File: src/sabc_pkg.sv
// Purpose: Constants for the converter control and bus interface block
// Assumes: 10 MHz system clock
`default_nettype none
package sabc_pkg;
    // ************************************************************
    // Timing
    // ************************************************************
    localparam int CLK_NS          = 100;
    localparam int BUSY_RISE_NS    = 200;
    localparam int HOLD_TAIL_NS    = 1000;
    localparam int BIT_CLK_NS      = 700;
    // Least times round up
    localparam int BUSY_RISE_CYC   = (BUSY_RISE_NS + CLK_NS - 1) / CLK_NS;
    localparam int HOLD_TAIL_CYC   = (HOLD_TAIL_NS + CLK_NS - 1) / CLK_NS;
    localparam int BIT_CLK_CYC     = (BIT_CLK_NS + CLK_NS - 1) / CLK_NS;
    // ************************************************************
    // Widths
    // ************************************************************
    localparam int RES_BITS        = 12;
    localparam int SHORT_BITS      = 8;
    localparam int LSB_NIBBLE      = 4;
    localparam int CNT_W           = 8;
    typedef enum {SABC_IDLE, SABC_SETTLE, SABC_CONVERT, SABC_TAIL} sabc_state_e;
endpackage
`default_nettype wire

File: src/sabc_ctrl.sv
// Purpose: Start decode, SAR sequencing, busy flag and three-state data bus
// Assumes: Comparator result arrives as a pin, sampled through a synchroniser
// Notes:   Data pins are out/enable pairs; enable low means driving
`timescale 1ns/1ps
`default_nettype none
module sabc_ctrl (
    input  wire logic                          clk,
    input  wire logic                          rstn,
    input  wire logic                          chip_enable,
    input  wire logic                          chip_select_n,
    input  wire logic                          read_not_convert,
    input  wire logic                          byte_half_select,
    input  wire logic                          wide_word_select,
    input  wire logic                          comparator_high,
    output var  logic [sabc_pkg::RES_BITS-1:0] trial_code,
    output var  logic                          sample_hold,
    output var  logic [sabc_pkg::RES_BITS-1:0] data_out,
    output var  logic [sabc_pkg::RES_BITS-1:0] data_oe_n,
    output var  logic                          conversion_busy_flag
);
    import sabc_pkg::*;

    // ************************************************************
    // Elaboration checks
    // ************************************************************
    // Bit index is four bits wide; byte split needs a nibble below
    if (RES_BITS > 16 || SHORT_BITS >= RES_BITS || LSB_NIBBLE > SHORT_BITS) begin : g_bad_width
        $error("sabc_ctrl: unsupported result widths");
    end
    // Reloads must fit the tick counter; comparator answer takes four edges
    if (HOLD_TAIL_CYC >= 2**CNT_W || BIT_CLK_CYC >= 2**CNT_W || BIT_CLK_CYC < 4 || BUSY_RISE_CYC < 1) begin : g_bad_timing
        $error("sabc_ctrl: timer constants out of range");
    end

    // ************************************************************
    // Pin synchronisation
    // ************************************************************
    logic [5:0] pins_s;
    sabc_sync #(.WIDTH(6)) u_sync (
        .clk  (clk),
        .rstn (rstn),
        .din  ({chip_enable, chip_select_n, read_not_convert,
                byte_half_select, wide_word_select, comparator_high}),
        .dout (pins_s)
    );
    logic ce_s, cs_n_s, rnc_s, bhs_s, wide_s, cmp_s;
    assign {ce_s, cs_n_s, rnc_s, bhs_s, wide_s, cmp_s} = pins_s;

    // Selected when enable high and select low
    function automatic logic selected(input logic ce, input logic cs_n);
        return ce & ~cs_n;
    endfunction

    // ************************************************************
    // Start and read decode
    // ************************************************************
    logic sel_now, conv_lvl, conv_lvl_d;
    logic start_pulse, read_req;
    assign sel_now     = selected(ce_s, cs_n_s);
    assign conv_lvl    = sel_now & ~rnc_s;
    // Whichever of enable, select or R/C completes the condition last
    assign start_pulse = conv_lvl & ~conv_lvl_d;
    assign read_req    = sel_now & rnc_s;

    // Edge history of the convert condition
    always_ff @(posedge clk or negedge rstn) begin
        if (!rstn) begin
            conv_lvl_d <= 1'b0;
        end else begin
            conv_lvl_d <= conv_lvl;
        end
    end

    // ************************************************************
    // Conversion sequencer
    // ************************************************************
    sabc_state_e           state;
    logic [CNT_W-1:0]      tick;
    logic [3:0]            bit_idx;
    logic                  short_cycle;
    logic [RES_BITS-1:0]   sar;
    logic [RES_BITS-1:0]   result;
    logic                  data_ok;
    logic [3:0]            last_bit;
    assign last_bit = short_cycle ? 4'(RES_BITS - SHORT_BITS) : 4'h0;

    // State, timers and bit walk; starts outside idle are dropped
    always_ff @(posedge clk or negedge rstn) begin
        if (!rstn) begin
            state       <= SABC_IDLE;
            tick        <= '0;
            bit_idx     <= '0;
            short_cycle <= 1'b0;
        end else begin
            case (state)
                SABC_IDLE: begin
                    if (start_pulse) begin
                        state       <= SABC_SETTLE;
                        short_cycle <= bhs_s;
                        tick        <= CNT_W'(BUSY_RISE_CYC - 1);
                    end
                end
                SABC_SETTLE: begin
                    if (tick == '0) begin
                        state   <= SABC_CONVERT;
                        bit_idx <= 4'(RES_BITS - 1);
                        tick    <= CNT_W'(BIT_CLK_CYC - 1);
                    end else begin
                        tick <= tick - 1'b1;
                    end
                end
                SABC_CONVERT: begin
                    if (tick == '0) begin
                        tick <= CNT_W'(BIT_CLK_CYC - 1);
                        if (bit_idx == last_bit) begin
                            state <= SABC_TAIL;
                            tick  <= CNT_W'(HOLD_TAIL_CYC - 1);
                        end else begin
                            bit_idx <= bit_idx - 1'b1;
                        end
                    end else begin
                        tick <= tick - 1'b1;
                    end
                end
                SABC_TAIL: begin
                    if (tick == '0) begin
                        state <= SABC_IDLE;
                    end else begin
                        tick <= tick - 1'b1;
                    end
                end
                default: begin
                    state <= SABC_IDLE;
                end
            endcase
        end
    end

    // Successive approximation: set trial bit, keep it if comparator allows
    always_ff @(posedge clk or negedge rstn) begin
        if (!rstn) begin
            sar <= '0;
        end else if (state == SABC_SETTLE && tick == '0) begin
            sar <= RES_BITS'(1) << (RES_BITS - 1);
        end else if (state == SABC_CONVERT && tick == '0) begin
            if (cmp_s) begin
                sar[bit_idx] <= 1'b0;
            end
            if (bit_idx != last_bit) begin
                sar[bit_idx - 1'b1] <= 1'b1;
            end
        end
    end

    // Final code latched at the last bit decision, before the tail; short cycle zeroes unused LSBs
    always_ff @(posedge clk or negedge rstn) begin
        if (!rstn) begin
            result  <= '0;
            data_ok <= 1'b0;
        end else if (start_pulse && state == SABC_IDLE) begin
            data_ok <= 1'b0;
        end else if (state == SABC_CONVERT && tick == '0 && bit_idx == last_bit) begin
            result  <= cmp_s ? (sar & ~(RES_BITS'(1) << bit_idx)) : sar;
            data_ok <= 1'b1;
        end
    end

    // Busy rises at the end of settle and spans bits and acquisition tail
    always_ff @(posedge clk or negedge rstn) begin
        if (!rstn) begin
            conversion_busy_flag <= 1'b0;
        end else begin
            // Whole tail counts, so driven data leads the busy fall by 1 us
            conversion_busy_flag <= (state == SABC_CONVERT) ||
                                    (state == SABC_TAIL) ||
                                    (state == SABC_SETTLE && tick == '0);
        end
    end

    // Hold the sample during settle and the bit walk
    always_ff @(posedge clk or negedge rstn) begin
        if (!rstn) begin
            sample_hold <= 1'b0;
            trial_code  <= '0;
        end else begin
            sample_hold <= (state == SABC_SETTLE) || (state == SABC_CONVERT);
            trial_code  <= sar;
        end
    end

    // ************************************************************
    // Three-state data bus
    // ************************************************************
    logic [RES_BITS-1:0] next_data, next_oe_n;
    // Drive only during a read with a finished, quiet result
    always_comb begin
        next_data = '0;
        next_oe_n = '1;
        if (read_req && data_ok && !(state == SABC_SETTLE || state == SABC_CONVERT)) begin
            if (wide_s) begin
                next_data = result;
                next_oe_n = '0;
            end else if (!bhs_s) begin
                next_data[RES_BITS-1:LSB_NIBBLE] = result[RES_BITS-1:LSB_NIBBLE];
                next_oe_n[RES_BITS-1:LSB_NIBBLE] = '0;
            end else begin
                next_data[RES_BITS-1:SHORT_BITS] = result[LSB_NIBBLE-1:0];
                next_oe_n[RES_BITS-1:LSB_NIBBLE] = '0;
            end
        end
    end

    // Registered pin drive; a convert request floats bus next edge
    always_ff @(posedge clk or negedge rstn) begin
        if (!rstn) begin
            data_out  <= '0;
            data_oe_n <= '1;
        end else begin
            data_out  <= next_data;
            data_oe_n <= next_oe_n;
        end
    end
endmodule // sabc_ctrl
`default_nettype wire

File: src/sabc_sync.sv
// Purpose: Two-stage synchroniser for a bus of pin levels
// Assumes: Inputs asynchronous to clk
// Notes:   First stage read only by second
`timescale 1ns/1ps
`default_nettype none
module sabc_sync #(
    parameter int WIDTH = 1
) (
    input  wire logic             clk,
    input  wire logic             rstn,
    input  wire logic [WIDTH-1:0] din,
    output var  logic [WIDTH-1:0] dout
);
    logic [WIDTH-1:0] meta;
    // ************************************************************
    // Two flops, reset to zero
    // ************************************************************
    always_ff @(posedge clk or negedge rstn) begin
        if (!rstn) begin
            meta <= '0;
            dout <= '0;
        end else begin
            meta <= din;
            dout <= meta;
        end
    end
endmodule // sabc_sync
`default_nettype wire

File: config.mk
export PLATFORM = sky130hd
export DESIGN_NAME = sabc_ctrl
export DESIGN_NICKNAME = d
export VERILOG_FILES = /design/src/sabc_pkg.sv /design/src/sabc_ctrl.sv /design/src/sabc_sync.sv
export SDC_FILE = /design/constraint.sdc
export NUM_CORES = 1
export LEC_CHECK = 0
export BUFFER_PORTS_ARGS = -buffer_cell sky130_fd_sc_hd__buf_2
export CAP_MARGIN = 20
export CELL_PAD_IN_SITES_DETAIL_PLACEMENT = 0
export CELL_PAD_IN_SITES_GLOBAL_PLACEMENT = 1
export CORE_MARGIN = 2
export CORE_UTILIZATION = 49
export DETAILED_ROUTE_END_ITERATION = 6
export PLACE_DENSITY_LB_ADDON = 0.1
export SYNTH_ARGS = -nofsm -noshare
export SYNTH_HDL_FRONTEND = slang
export SYNTH_HIERARCHICAL = 1
export SYNTH_SLANG_ARGS = --single-unit
File: constraint.sdc
create_clock -name clk -period 4.89 [get_ports clk]
set_input_delay 0.978 -clock clk [delete_from_list [all_inputs] [get_ports clk]]
set_output_delay 0.978 -clock clk [all_outputs]
set_load 0.01 [all_outputs]
==> metrics.md <==
| Metric | Value |
|---|---|
| CP Class | flip-flop to flip-flop |
| Drc violations | 0 |
| Mapped cell area | 0.00368 mm2 |
| Unrepaired setup endpoints after global routing | false |
| EDFF count, synth | 0 |
| Synth cell count leaders | dfrtp_1 (79), o21ai_0 (29), inv_1 (21) |
| Top Ports | 46 |
| Max Slew Vio Count | 0 |
| Die area | 0.00823 mm2 |
| Filler Cell Count | 650 |
| Hpwl dp | 5250 um |
| Worst skew pair latency | 0.35 ns |
| Gr ovfl total | 0 |
| Final WS setup | 2.35 ns |
| All-Layer GR Usage | 19.1% |
| #FFs+latches synth | 81 |
| Final setup fails | 0 |
| DRT antenna net count | 0 |
| Vert. Die Dim | 90.7 um |
| Slew headroom | 37.7% |
| Ys Warns | 6 |
| Crit path max fanout | 15 |
| Setup_tns | 0 ns |
| Worst Path Required | 5.13 ns |
| Mapped Nets | 355 |
| Synth async-reset ratio | 100% |
| Starting Density | 50.8% |
| CTS tree | done |
| Multi-input combinational cell area | 0.00144 mm2 |
| CTS max path bufs | 2 |
| Synth top area share | 53.7% |
| Root buf cell | clkbuf_8 |
| Clk sink count | 81 |
| Peak Freq | 394 MHz |
| Final net count | 391 |
| Register area | 0.00203 mm2 |
| Post-synthesis sequential area ratio | 55.1% |
| Final Core Density | 57.1% |
| Worst Path Arrival | 2.77 ns |
| CP Launch Type | flip-flop |
| H-tree levels | 3 |
| Outcome | completed |
| Die X | 90.7 um |
| Hold-fix buffers, CTS | 0 |
| Port Buffers | 45 |
| Sw Pwr | 0.000921 W |
| Layout cells sized above 1 | 20.8% |
| PostCTS Resize Cnt | 0 |
| Sequential Power Share | 40.0% |
| Max cap viols | 0 |
| Pin count of the biggest net entering global routing | 82 |
| Gpl congestion | 0.851 |
| Area Growth Syn to Fin | 12.4% |
| Fin crit share | 51.9% |
| Rows | 31 |
| Vias per Instance | 5.49 |
| Cell taking the most area after synthesis | dfrtp_1 |
| Total CTS buffers | 9 |
| # diodes | 0 |
| Clock-pin slew on the worst setup and hold paths | 0.08 ns |
| Initial DRC Count | 111 |
| Synth unique cells | 62 |
| Clock Power Share | 21.5% |
| Logic pwr share | 38.5% |
| Post-Place Worst Slack | 2.39 ns |
| WL final | 7400 um |
| Most common cell in the netlist | dfrtp_1 |
| Top FF cell, synth | dfrtp_1 |
| Syn avg cell area | 11.0 um2 |
| Routed WL per cell | 15.6 um |
| Via Count | 2,604 |
| Cell area power density | 568 mW/mm2 |
| Post-route cell area | 0.00414 mm2 |
| Int Pwr | 0.00143 W |
| Fin crit period | 2.54 ns |
| Min-Delay Path Class | flip-flop to flip-flop |
| DRT Pass-1 Iters | 4 |
| Vias in the first global route | 2,515 |
| Leakage power | 1.92 nW |
| First-pass GRT wire length | 12,300 um |
| Fin Hold WS | 0.354 ns |
| Antenna violations before repair | 0 |
| Max VDD drop | 0.310 mV |
| Switching Fraction | 39.2% |
| Hold Vio Cnt, Final | 0 |
| Cells after synthesis | 334 |
| Core area | 0.00725 mm2 |
| Ranking of synthesized cells by area | dfrtp_1 (54%), ha_1 (4.4%), o21ai_0 (3.9%), mux2i_1 (3.5%), a21oi_1 (2.2%) |
| Worst-Margin Slew | 0.927 ns |
| Setup bufs post-CTS | 0 |
| Placed Area | 0.00391 mm2 |
| Max Clock Skew | 0.00721 ns |
| Worst Setup End Kind | flip-flop |
## kinds of logic after synthesis
family / Yosys count / share of synthesized area (%)
AO/OA/AOI/OAI: 82 / 14.6
flip-flops: 81 / 55.1
adder cells (fa/ha/maj): 13 / 4.42
AND/OR/NAND/NOR: 93 / 14.3
XOR/XNOR: 2 / 0.476
buffers and inverters: 44 / 5.81
multiplexers: 19 / 5.37
## per-layer routing
layer | wire (um) | vias up | GRT usage, %
li1 | - | 1258 | -
met1 | 3380 | 1270 | 24.9
met2 | 3540 | 62 | 31.2
met3 | 343 | 14 | 4.42
met4 | 136 | 0 | 7.05
met5 | 0 | - | 0
## path summary, 6_finish.rpt
| path | start | endpoint | slack (ns) | cells past startpoint |
|---|---|---|---|---|
| max | tick[5] | bit_idx[2] | 2.35 | 4 |
| min | u_sync/meta[3] | u_sync/dout[3] | 0.35 | 0 |
| max reg2reg | tick[5] | bit_idx[2] | 2.35 | 4 |
| min reg2reg | u_sync/meta[3] | u_sync/dout[3] | 0.35 | 0 |
| max in group asynchronous | rstn | data_oe_n[3] | 3.65 | 2 |
| min in group asynchronous | rstn | data_out[7] | 0.59 | 1 |
## power groups by stage
stage | Combinational, W | Clock [W] | Sequential [W]
floorplan | 0.000686 | 0 | 0.000911
global placement | 0.000889 | 0 | 0.000950
detailed placement | 0.000901 | 0 | 0.000955
CTS | 0.000905 | 0.000520 | 0.000941
global route | 0.00103 | 0.000541 | 0.000962
finish | 0.000904 | 0.000506 | 0.000940
## placed cells by master, fill, tap and decap left out, drive strengths merged, types with 2 or more instances in the layout
cell / count
o21ai: 30
ha: 13
mux2i: 13
nand2: 16
nor3: 12
nor2: 20
nor2b: 5
dfrtp: 79
o31a: 5
nand4: 2
buf: 47
clkbuf: 11
o211ai: 3
nor4: 2
or4: 4
nand3b: 5
nand3: 8
a211oi: 5
mux2: 6
and3: 6
inv: 22
a31oi: 3
or3: 2
o311ai: 2
dfstp: 2
a21oi: 16
a211o: 3
clkinvlp: 3
nand2b: 3
## metrics by stage
| step | power [W] | std cells |
|---|---|---|
| 2_1_floorplan | 0.00160 | 334 |
| 3_3_place_gp | 0.00184 | 456 |
| 3_5_place_dp | 0.00186 | 457 |
| 4_1_cts | 0.00236 | 473 |
| 5_1_grt | 0.00253 | 474 |
| 6_report | 0.00235 | 474 |
## registers in the layout, summed over array words and instances, names as in the netlist, 2 cells and up
name / count
data_out: 12
result: 12
sar: 12
trial_code: 12
tick: 8
u_sync/dout: 6
u_sync/meta: 6
bit_idx: 4
data_oe_n: 2
state: 2
## critical path: stages (launching register included)
cell,delay (ns)
dfrtp_1,0.44
nor3_1,0.78
nand2_1,0.52
or4_1,0.59
o311ai_0,0.10
## final cells by class
type	instances	share of cell area, %
clock buffer	11	3.66
sequential	81	49.0
clock inverter	5	1.48
timing repair buffer	47	6.10
multi-input combinational	209	34.8
tap	99	2.99
inverter	22	1.99
(Power assumes the default switching activity.)
